--- src/inc/tpg_pkg.sv ---
// Package of constants and carrier types for the two-port GPIO block.
package tpg_pkg;

  // ==========================================================================
  // Register offsets on the special-function-register bus
  localparam logic [7:0] TPG_PORT_ZERO_DATA_ADDR = 8'h80;
  localparam logic [7:0] TPG_PORT_ONE_DATA_ADDR = 8'h90;
  // Bit-address space: bit address = port base + pin number.
  localparam logic [7:0] TPG_BIT_ADDR_MASK = 8'hf8;
  localparam logic [2:0] TPG_BIT_IDX_MASK = 3'h7;

  // ==========================================================================
  // Reset values
  localparam logic [7:0] TPG_LATCH_RESET = 8'hff;
  localparam logic [7:0] TPG_MASK_RESET = 8'h00;
  localparam logic [7:0] TPG_COMPARE_RESET = 8'hff;

  // ==========================================================================
  // Register bus access
  typedef enum logic [1:0] {
    TPG_OP_IDLE = 2'b00,
    TPG_OP_READ = 2'b01,
    TPG_OP_WRITE = 2'b10
  } tpg_op_t;

  typedef struct packed {
    tpg_op_t op;      // Read or write strobe, one cycle.
    logic bit_mode;   // Access targets one bit, not the byte.
    logic rmw;        // Read is the read phase of a read-modify-write.
    logic [7:0] addr; // Byte address, or bit address in bit mode.
    logic [7:0] wdata;// Write byte; bit 0 is the value in bit mode.
  } tpg_sfr_req_t;

  typedef struct packed {
    logic [7:0] first_port_compare_mask;
    logic [7:0] first_port_compare_value;
    logic [7:0] second_port_compare_mask;
    logic [7:0] second_port_compare_value;
  } tpg_match_cfg_t;

endpackage

--- src/hw/tpg_gpio.sv ---
// Two 8-bit general purpose ports with pattern-match event.
`timescale 1ns/1ps

module tpg_gpio #(
  parameter int WIDTH = 8
) (
  input wire logic clock_in,                        // System clock, 40 MHz.
  input wire logic reset_n_in,                      // Async reset, active low.
  input wire tpg_pkg::tpg_sfr_req_t sfr_req_in,     // Register bus request.
  input wire logic match_irq_enable_in,             // Match interrupt enable.
  input wire tpg_pkg::tpg_match_cfg_t match_cfg_in, // Mask and compare values.
  input wire logic [WIDTH-1:0] first_port_pins_in,  // First port pin levels.
  input wire logic [WIDTH-1:0] second_port_pins_in, // Second port pin levels.
  output logic [WIDTH-1:0] first_port_latch_out,    // First port output latch.
  output logic [WIDTH-1:0] second_port_latch_out,   // Second port latch.
  output logic [WIDTH-1:0] sfr_rdata_out,           // Read data.
  output logic sfr_rvalid_out,                      // Read data valid pulse.
  output logic match_out,                           // Match event level.
  output logic match_irq_out,                       // Match interrupt request.
  output logic wake_out                             // Oscillator wake request.
);

  // ==========================================================================
  // Pin sampling
  // Pins are taken as synchronous, so one register stage suffices; match and
  // reads both see the same sampled value.
  logic [WIDTH-1:0] pins0_reg, pins0_next;
  logic [WIDTH-1:0] pins1_reg, pins1_next;
  logic [WIDTH-1:0] latch0_reg, latch0_next;
  logic [WIDTH-1:0] latch1_reg, latch1_next;
  logic [WIDTH-1:0] rdata_reg, rdata_next;
  logic rvalid_reg, rvalid_next;
  logic match_reg, match_next;
  logic irq_reg, irq_next;
  logic wake_reg, wake_next;

  logic hit0, hit1, bit_hit0, bit_hit1;
  logic [2:0] bit_idx;
  logic [WIDTH-1:0] pin_view, latch_view;
  logic mis0, mis1;

  always_comb begin
    pins0_next = first_port_pins_in;
    pins1_next = second_port_pins_in;
  end

  // ==========================================================================
  // Register bus decode
  always_comb begin
    bit_idx = sfr_req_in.addr[2:0] & tpg_pkg::TPG_BIT_IDX_MASK;
    hit0 = !sfr_req_in.bit_mode &&
           sfr_req_in.addr == tpg_pkg::TPG_PORT_ZERO_DATA_ADDR;
    hit1 = !sfr_req_in.bit_mode &&
           sfr_req_in.addr == tpg_pkg::TPG_PORT_ONE_DATA_ADDR;
    bit_hit0 = sfr_req_in.bit_mode &&
               (sfr_req_in.addr & tpg_pkg::TPG_BIT_ADDR_MASK) ==
               tpg_pkg::TPG_PORT_ZERO_DATA_ADDR;
    bit_hit1 = sfr_req_in.bit_mode &&
               (sfr_req_in.addr & tpg_pkg::TPG_BIT_ADDR_MASK) ==
               tpg_pkg::TPG_PORT_ONE_DATA_ADDR;
  end

  // ==========================================================================
  // Output latches
  always_comb begin
    latch0_next = latch0_reg;
    latch1_next = latch1_reg;
    if (sfr_req_in.op == tpg_pkg::TPG_OP_WRITE) begin
      if (hit0) begin
        latch0_next = sfr_req_in.wdata[WIDTH-1:0];
      end
      if (hit1) begin
        latch1_next = sfr_req_in.wdata[WIDTH-1:0];
      end
      if (bit_hit0) begin
        latch0_next[bit_idx] = sfr_req_in.wdata[0];
      end
      if (bit_hit1) begin
        latch1_next[bit_idx] = sfr_req_in.wdata[0];
      end
    end
  end

  // ==========================================================================
  // Read path
  always_comb begin
    pin_view = '0;
    latch_view = '0;
    if (hit0 || bit_hit0) begin
      pin_view = pins0_reg;
      latch_view = latch0_reg;
    end else if (hit1 || bit_hit1) begin
      pin_view = pins1_reg;
      latch_view = latch1_reg;
    end
    rdata_next = rdata_reg;
    rvalid_next = 1'b0;
    if (sfr_req_in.op == tpg_pkg::TPG_OP_READ) begin
      rvalid_next = 1'b1;
      rdata_next = pin_view;
      if (sfr_req_in.rmw) begin
        rdata_next = latch_view;
      end
      if (sfr_req_in.bit_mode) begin
        rdata_next = '0;
        rdata_next[0] = sfr_req_in.rmw ? latch_view[bit_idx]
                                       : pin_view[bit_idx];
      end
      if (!(hit0 || hit1 || bit_hit0 || bit_hit1)) begin
        rdata_next = '0;
      end
    end
  end

  // ==========================================================================
  // Match detection
  always_comb begin
    mis0 = (pins0_reg & match_cfg_in.first_port_compare_mask) !=
           (match_cfg_in.first_port_compare_value &
            match_cfg_in.first_port_compare_mask);
    mis1 = (pins1_reg & match_cfg_in.second_port_compare_mask) !=
           (match_cfg_in.second_port_compare_value &
            match_cfg_in.second_port_compare_mask);
    match_next = mis0 || mis1;
    irq_next = (mis0 || mis1) && match_irq_enable_in;
    wake_next = mis0 || mis1;
  end

  // ==========================================================================
  // State registers
  always_ff @(posedge clock_in or negedge reset_n_in) begin
    if (!reset_n_in) begin
      pins0_reg <= '0;
      pins1_reg <= '0;
      latch0_reg <= tpg_pkg::TPG_LATCH_RESET;
      latch1_reg <= tpg_pkg::TPG_LATCH_RESET;
      rdata_reg <= '0;
      rvalid_reg <= 1'b0;
      match_reg <= 1'b0;
      irq_reg <= 1'b0;
      wake_reg <= 1'b0;
    end else begin
      pins0_reg <= pins0_next;
      pins1_reg <= pins1_next;
      latch0_reg <= latch0_next;
      latch1_reg <= latch1_next;
      rdata_reg <= rdata_next;
      rvalid_reg <= rvalid_next;
      match_reg <= match_next;
      irq_reg <= irq_next;
      wake_reg <= wake_next;
    end
  end

  assign first_port_latch_out = latch0_reg;
  assign second_port_latch_out = latch1_reg;
  assign sfr_rdata_out = rdata_reg;
  assign sfr_rvalid_out = rvalid_reg;
  assign match_out = match_reg;
  assign match_irq_out = irq_reg;
  assign wake_out = wake_reg;

  // ==========================================================================
  // Checks
  // byte write lands
  AST_LATCH_WRITE: assert property (
    @(posedge clock_in) disable iff (!reset_n_in)
    sfr_req_in.op == tpg_pkg::TPG_OP_WRITE && hit0
    |=> first_port_latch_out == $past(sfr_req_in.wdata))
    else $error("byte write not latched");
  AST_LATCH_HOLD: assert property (
    @(posedge clock_in) disable iff (!reset_n_in)
    sfr_req_in.op != tpg_pkg::TPG_OP_WRITE |=> $stable(first_port_latch_out))
    else $error("latch changed without write");
  AST_BIT_WRITE: assert property (
    @(posedge clock_in) disable iff (!reset_n_in)
    sfr_req_in.op == tpg_pkg::TPG_OP_WRITE && bit_hit1
    |=> second_port_latch_out[$past(bit_idx)] == $past(sfr_req_in.wdata[0]))
    else $error("bit write not latched");
  AST_PIN_READ: assert property (
    @(posedge clock_in) disable iff (!reset_n_in)
    sfr_req_in.op == tpg_pkg::TPG_OP_READ && hit0 && !sfr_req_in.rmw
    |=> sfr_rvalid_out && sfr_rdata_out == $past(pins0_reg))
    else $error("read did not return pins");
  AST_RMW_READ: assert property (
    @(posedge clock_in) disable iff (!reset_n_in)
    sfr_req_in.op == tpg_pkg::TPG_OP_READ && hit1 && sfr_req_in.rmw
    |=> sfr_rdata_out == $past(latch1_reg))
    else $error("rmw read did not return latch");
  AST_MATCH: assert property (
    @(posedge clock_in) disable iff (!reset_n_in)
    ##1 match_out == $past(mis0 || mis1))
    else $error("match level wrong");
  AST_IRQ_GATE: assert property (
    @(posedge clock_in) disable iff (!reset_n_in)
    match_irq_out |-> $past(match_irq_enable_in) && match_out)
    else $error("interrupt without enable");
  AST_WAKE: assert property (
    @(posedge clock_in) disable iff (!reset_n_in)
    wake_out == match_out)
    else $error("wake does not follow match");

endmodule // tpg_gpio

--- config.mk ---
export PLATFORM = sky130hd
export DESIGN_NAME = tpg_gpio
export DESIGN_NICKNAME = d
export VERILOG_FILES = /design/src/inc/tpg_pkg.sv /design/src/hw/tpg_gpio.sv
export SDC_FILE = /design/constraint.sdc
export NUM_CORES = 1
export LEC_CHECK = 0
export BUFFER_PORTS_ARGS = -buffer_cell sky130_fd_sc_hd__buf_2
export CORE_AREA = 2 2 101 103
export CTS_BUF_LIST = sky130_fd_sc_hd__clkbuf_8
export CTS_CLUSTER_DIAMETER = 30
export CTS_CLUSTER_SIZE = 20
export DETAILED_ROUTE_END_ITERATION = 6
export DIE_AREA = 0 0 103 105
export GPL_TIMING_DRIVEN = 0
export PLACE_DENSITY = 0.55
export SLEW_MARGIN = 5
export SYNTH_ARGS = -nofsm -noshare
export SYNTH_HDL_FRONTEND = slang
export SYNTH_SLANG_ARGS = --single-unit
--- constraint.sdc ---
create_clock -name clock_in -period 2.7 [get_ports clock_in]
set_input_delay 0.27 -clock clock_in [delete_from_list [all_inputs] [get_ports clock_in]]
set_output_delay 0.27 -clock clock_in [all_outputs]
set_load 0.02 [all_outputs]
Word level (Yosys, flattened, before mapping)
Cells that the tools add are included.
{ "classes": {"n_lt_le_gt_ge": 2, "eq_ne": 8, "mux": 23, "bitwise_logic": 4, "n_reduce_logical": 13} }
{ "op_table": {"columns": ["cell", "n"], "rows": [
  ["8-bit 2-to-1 mux", 13],
  ["8-bit bitwise AND", 4],
  ["8-bit bitwise mux", 2],
  ["8-bit equality test, second input constant", 2],
  ["8-bit != test", 2],
  ["5-bit equality test, second input constant", 2],
  ["1-bit binary-select mux with 3-bit select", 2],
  ["1-bit logical AND", 6],
  ["1-bit logical OR", 6],
  ["1-bit 2-to-1 mux", 5],
  ["3-bit by 4-bit < comparator with 1-bit output, second input constant", 1],
  ["1-bit demux with 3-bit select", 1],
  ["3-bit by 1-bit >= comparator with 1-bit output, second input constant", 1],
  ["2-bit by 1-bit equality test with 1-bit output, second input constant", 1],
  ["2-bit equality test, second input constant", 1],
  ["1-bit logical NOT", 1]
]} }
{ "word_totals": {"register_bits": 43, "inputBits": 71, "output_inout_bits": 28, "word_cells": 58} }

Depth between registers and ports, before layout
{ "logic_depth": {"word_depth": 10, "depth_mapped": 7, "depth_no_buf": 5} }

Least setup slack after synthesis
No wires, ideal clock.
{ "synth_path": {"path_type": "input-to-reg", "startpoint": "in sfr_req_in[11] (netlist bit)", "endpoint": "reg rdata_reg[0], in the netlist sfr_rdata_out[0]", "arrival_time_ns": 1.464, "required_time_ns": 2.616, "slack_ns": 1.152, "cell_stages": 6, "path_cell_list": "or4b_1 buf_6 o21ai_2 o31a_1 nand4_1 a41oi_2"} }
{ "synth_between": {"elab_chain_cells": 10, "word_cells_on_any_way": 25, "cone_classes": "eq/ne: 4; mux: 12; reduce/logical: 9"} }
{ "synth_lines": {"columns": ["item", "line", "source"], "rows": [
  ["start: declaration", "tpg_gpio.sv:9", "input wire tpg_pkg::tpg_sfr_req_t sfr_req_in,"],
  ["8-bit equality test / 5-bit equality test (equally long branches)", "tpg_gpio.sv:54, tpg_gpio.sv:59", null],
  ["1-bit logical AND (on tied branches)", "tpg_gpio.sv:53, tpg_gpio.sv:58", null],
  ["1-bit logical OR", "tpg_gpio.sv:92", "end else if (hit1 || bit_hit1) begin"],
  ["8-bit 2-to-1 mux", "tpg_gpio.sv:92", null],
  ["8-bit 2-to-1 mux", "tpg_gpio.sv:89", "if (hit0 || bit_hit0) begin"],
  ["1-bit binary-select mux with 3-bit select (on tied branches)", "tpg_gpio.sv:107, tpg_gpio.sv:106", null],
  ["1-bit 2-to-1 mux (on tied branches)", "tpg_gpio.sv:107, tpg_gpio.sv:106", null],
  ["1-bit 2-to-1 mux", "tpg_gpio.sv:106", "rdata_next[0] = sfr_req_in.rmw ? latch_view[bit_idx]"],
  ["8-bit 2-to-1 mux", "tpg_gpio.sv:104", "if (sfr_req_in.bit_mode) begin"],
  ["8-bit 2-to-1 mux *", "tpg_gpio.sv:109", "if (!(hit0 || hit1 || bit_hit0 || bit_hit1)) begin"],
  ["end signal: assignment", "tpg_gpio.sv:147", "rdata_reg <= rdata_next;"],
  ["end: declaration", "tpg_gpio.sv:31", "logic [WIDTH-1:0] rdata_reg, rdata_next;"]
]} }
Every way passes the cells marked *; elsewhere a longest branch is shown, timed or not. The select of a mux whose other input is x is not followed.
A chain may end at the register's enable or synchronous reset.

Worst setup path in the final report
{ "layout_path": {"startpoint": "in sfr_req_in[11] (netlist bit)", "endpoint": "reg rdata_reg[5], in the netlist sfr_rdata_out[5]"} }
{ "layout_between": {"elab_chain_cells": 8, "word_cells_on_any_way": 20, "cone_classes": "eq/ne: 4; mux: 7; reduce/logical: 9"} }
{ "layout_lines": {"columns": ["item", "line", "source"], "rows": [
  ["8-bit equality test / 5-bit equality test (equally long branches)", "tpg_gpio.sv:54, tpg_gpio.sv:59", null],
  ["1-bit logical AND (on tied branches)", "tpg_gpio.sv:53, tpg_gpio.sv:58", null],
  ["1-bit logical OR", "tpg_gpio.sv:92", null],
  ["8-bit 2-to-1 mux", "tpg_gpio.sv:92", null],
  ["8-bit 2-to-1 mux", "tpg_gpio.sv:89", null],
  ["8-bit 2-to-1 mux", "tpg_gpio.sv:101", "if (sfr_req_in.rmw) begin"],
  ["8-bit 2-to-1 mux", "tpg_gpio.sv:104", null],
  ["8-bit 2-to-1 mux *", "tpg_gpio.sv:109", null]
]} }
Every way passes the cells marked *; elsewhere a longest branch is shown, timed or not.

==> run metrics <==
power per cell area ~430 mW/mm^2; DRT iter0 DRCs 209; commonest cells after routing, fill and taps aside buf_2 (103), a21oi_1 (29), dfrtp_1 (27), xor2_1 (16), dfstp_2 (16); initial antenna violation count 0; Die ar. 0.0108 mm^2; Fmax achieved 518 MHz; leak pwr roughly 0.0015 uW; vias in the first global route 2,568; Routed WL about 8500 um; internal power consumption between 1000 and 1500 uW; CP Cell Sequence buf_2, nor4b_4, buf_4, nand3_1, a2111oi_0, a21o_1; Crit Path Max Fanout 10; all-layer global routing usage ~16%; Syn-to-layout area delta 28.8%; setup TNS 0 ps; Req. time, crit path roughly 2900 ps; status completed; critical path startpoint category input pin; first-pass GRT wire length about 14,000 um; Starting Density 27.7%; Synth Area in Compound Gates 21.6%; Post-synth EDFFs 0; commonest non-fill, non-tap cell in the layout buf_2; WL/cell approximately 17 um; drt pass-1 iters 4; sequential share of the synthesized area approximately 41%; Slew @ Worst Pin roughly 930 ps; Final Setup Violations 0; FILL cells between 1,000 and 1,500; Clock transition at path regs about 90 ps; clock power share between 30 and 40%; VDD IR-drop max around 0.2 mV; Tcrit/Tclk final 71.4%; post-synthesis mux area share ~9.0%; ratio of cells with drive above 1 in the final layout 40.4%; overall die width 103 um; Relative slew margins 36.4%; FP Rows 36; Synth Flop Type dfrtp_1; synthesized instance count around 270; Netlist cell types 53; final worst path period need approximately 1900 ps; Residual DRC 0; Seq cells post-synth 43; Slowest cell on crit path a2111oi_0; adder-cell share of the synthesized area 0%; final hold vios 0; Clk Tree Root Cell clkbuf_8; multi-input logic area 0.00143 mm^2; Max Root-Sink Buffers 2; RSZ-0062 raised after global routing no; H-tree levels 2; hpwl dp slightly below 7000 um; dpl cell area between 0.003 and 0.004 mm^2; number of setup buffers added after CTS 0; io pins just under 100; combinational family with the most area after synthesis compound AO/OA/AOI/OAI gates; CP max stage delay approximately 770 ps; Mapped Area around 0.0027 mm^2; Synth Area in Simple Gates between 15 and 20%; I/O Buffers 98; Clock Latency Late Sink around 290 ps; Post-Synth XOR/XNOR Area 5.25%; Yosys warnings 0; total grt overflow 0; Arrival @ worst endpoint about 2200 ps; Final Max Tran Viols 0; share of flip-flops with an asynchronous set or reset 100%; switching portion of total power about 28%; ANT cells 0; Post-CTS Resized 0; TritonCTS clock tree yes; via count ~2,600; gp weighted congestion about 0.88; Nets ~440; Synth Area per Inst slightly above 10 um^2; CP endpoint kind register; Mapped Nets approximately 340; vias per std cell just over 5; Flop pwr share 47.5%; Maximum Capacitance Violations 0; DIE HEIGHT 105 um; CTS sink cnt 43; Comb power frac roughly 18%; largest net degree at the start of global routing between 40 and 50; fin area 0.00344 mm^2; Core Area 0.00964 mm^2; Sw Pwr around 410 uW; Seq. cell area about 0.0011 mm^2; cts-stage hold buffer count 0; Worst Hold Class in2reg; post-route ant nets 0; Setup CP Type in2reg; CTS buffer count 5; Worst Skew a little under 4 ps
-- area by class of cell --
type,count,area share (%)
Buffer,20,3.49
Sequential cell,43,31.9
Timing Repair Buffer,98,14.3
Tap cell,133,4.84
Multi-Input combinational cell,196,41.6
Inverter,6,0.655
Clock buffer,5,2.00
Clock inverter,3,1.27
-- power by group through the flow --
stage	clock (uW)	sequential (uW)	combinational (uW)
floorplan	0	728	134
global placement	0	719	273
detailed placement	0	720	275
CTS	527	708	276
global route	553	712	301
finish	507	708	274
-- metrics by stage --
| stage | instances | util (%) | setup WS, ps | hold slack (ps) | power, uW |
|---|---|---|---|---|---|
| global placement | 496 | 34.5 | 529 | 379 | 992 |
| CTS | 504 | 35.7 | 842 | 62.9 | 1510 |
| detailed placement | 496 | 34.5 | 544 | 379 | 995 |
| finish | 504 | 35.7 | 771 | 75.9 | 1490 |
| global route | 504 | 35.7 | 726 | 57.3 | 1570 |
| floorplan | 265 | - | 1150 | -25.6 | 861 |
-- critical path: cells and delay by family --
| kind | cells | cell delay [ps] |
|---|---|---|
| AO/OA/AOI/OAI | 2 | 920 |
| buffers and inverters | 2 | 380 |
| AND/OR/NAND/NOR | 2 | 600 |
-- worst paths after layout --
check | from | to | slack, ps | cells after the start
setup / recovery | sfr_req_in[11] | sfr_rdata_out[5] | 770 | 6
hold / removal | first_port_pins_in[0] | pins0_reg[0] | 80 | 1
setup reg to reg | second_port_latch_out[3] | sfr_rdata_out[0] | 880 | 5
hold reg to reg | sfr_rdata_out[7] | sfr_rdata_out[7] | 480 | 2
max in group asynchronous | reset_n_in | pins1_reg[6] | 2010 | 1
min in group asynchronous | reset_n_in | sfr_rdata_out[1] | 120 | 1
-- layer usage --
metal | routed length [um] | global-route usage [%] | vias to the layer above
met2 | 4310 | 26.2 | 88
met4 | 131 | 4.42 | 0
met1 | 3520 | 21.7 | 1248
met3 | 526 | 2.88 | 11
met5 | 0 | 0 | -
li1 | - | - | 1218
-- kinds of logic (layout without fill, tap and decap cells) --
| family | after synthesis | in the layout |
|---|---|---|
| AO/OA/AOI/OAI | 85 | 85 |
| AND/OR/NAND/NOR | 78 | 78 |
| flip-flops | 43 | 43 |
| buffers and inverters | 26 | 132 |
| multiplexers | 17 | 17 |
| XOR/XNOR | 16 | 16 |
-- synth_stat cells, types with 7 or more instances --
master    instances  area, um^2
dfrtp_1          27         676
mux2i_1           7        70.1
nand2_1          13        48.8
o22ai_1           8        50.1
nor2_1           15        56.3
nand4_1          10        62.6
a21oi_1          29         145
o21ai_0          12        60.1
dfstp_2          16         420
xor2_1           16         140
clkbuf_1         10        37.5
Note: power is estimated with default switching activity, not from simulation.
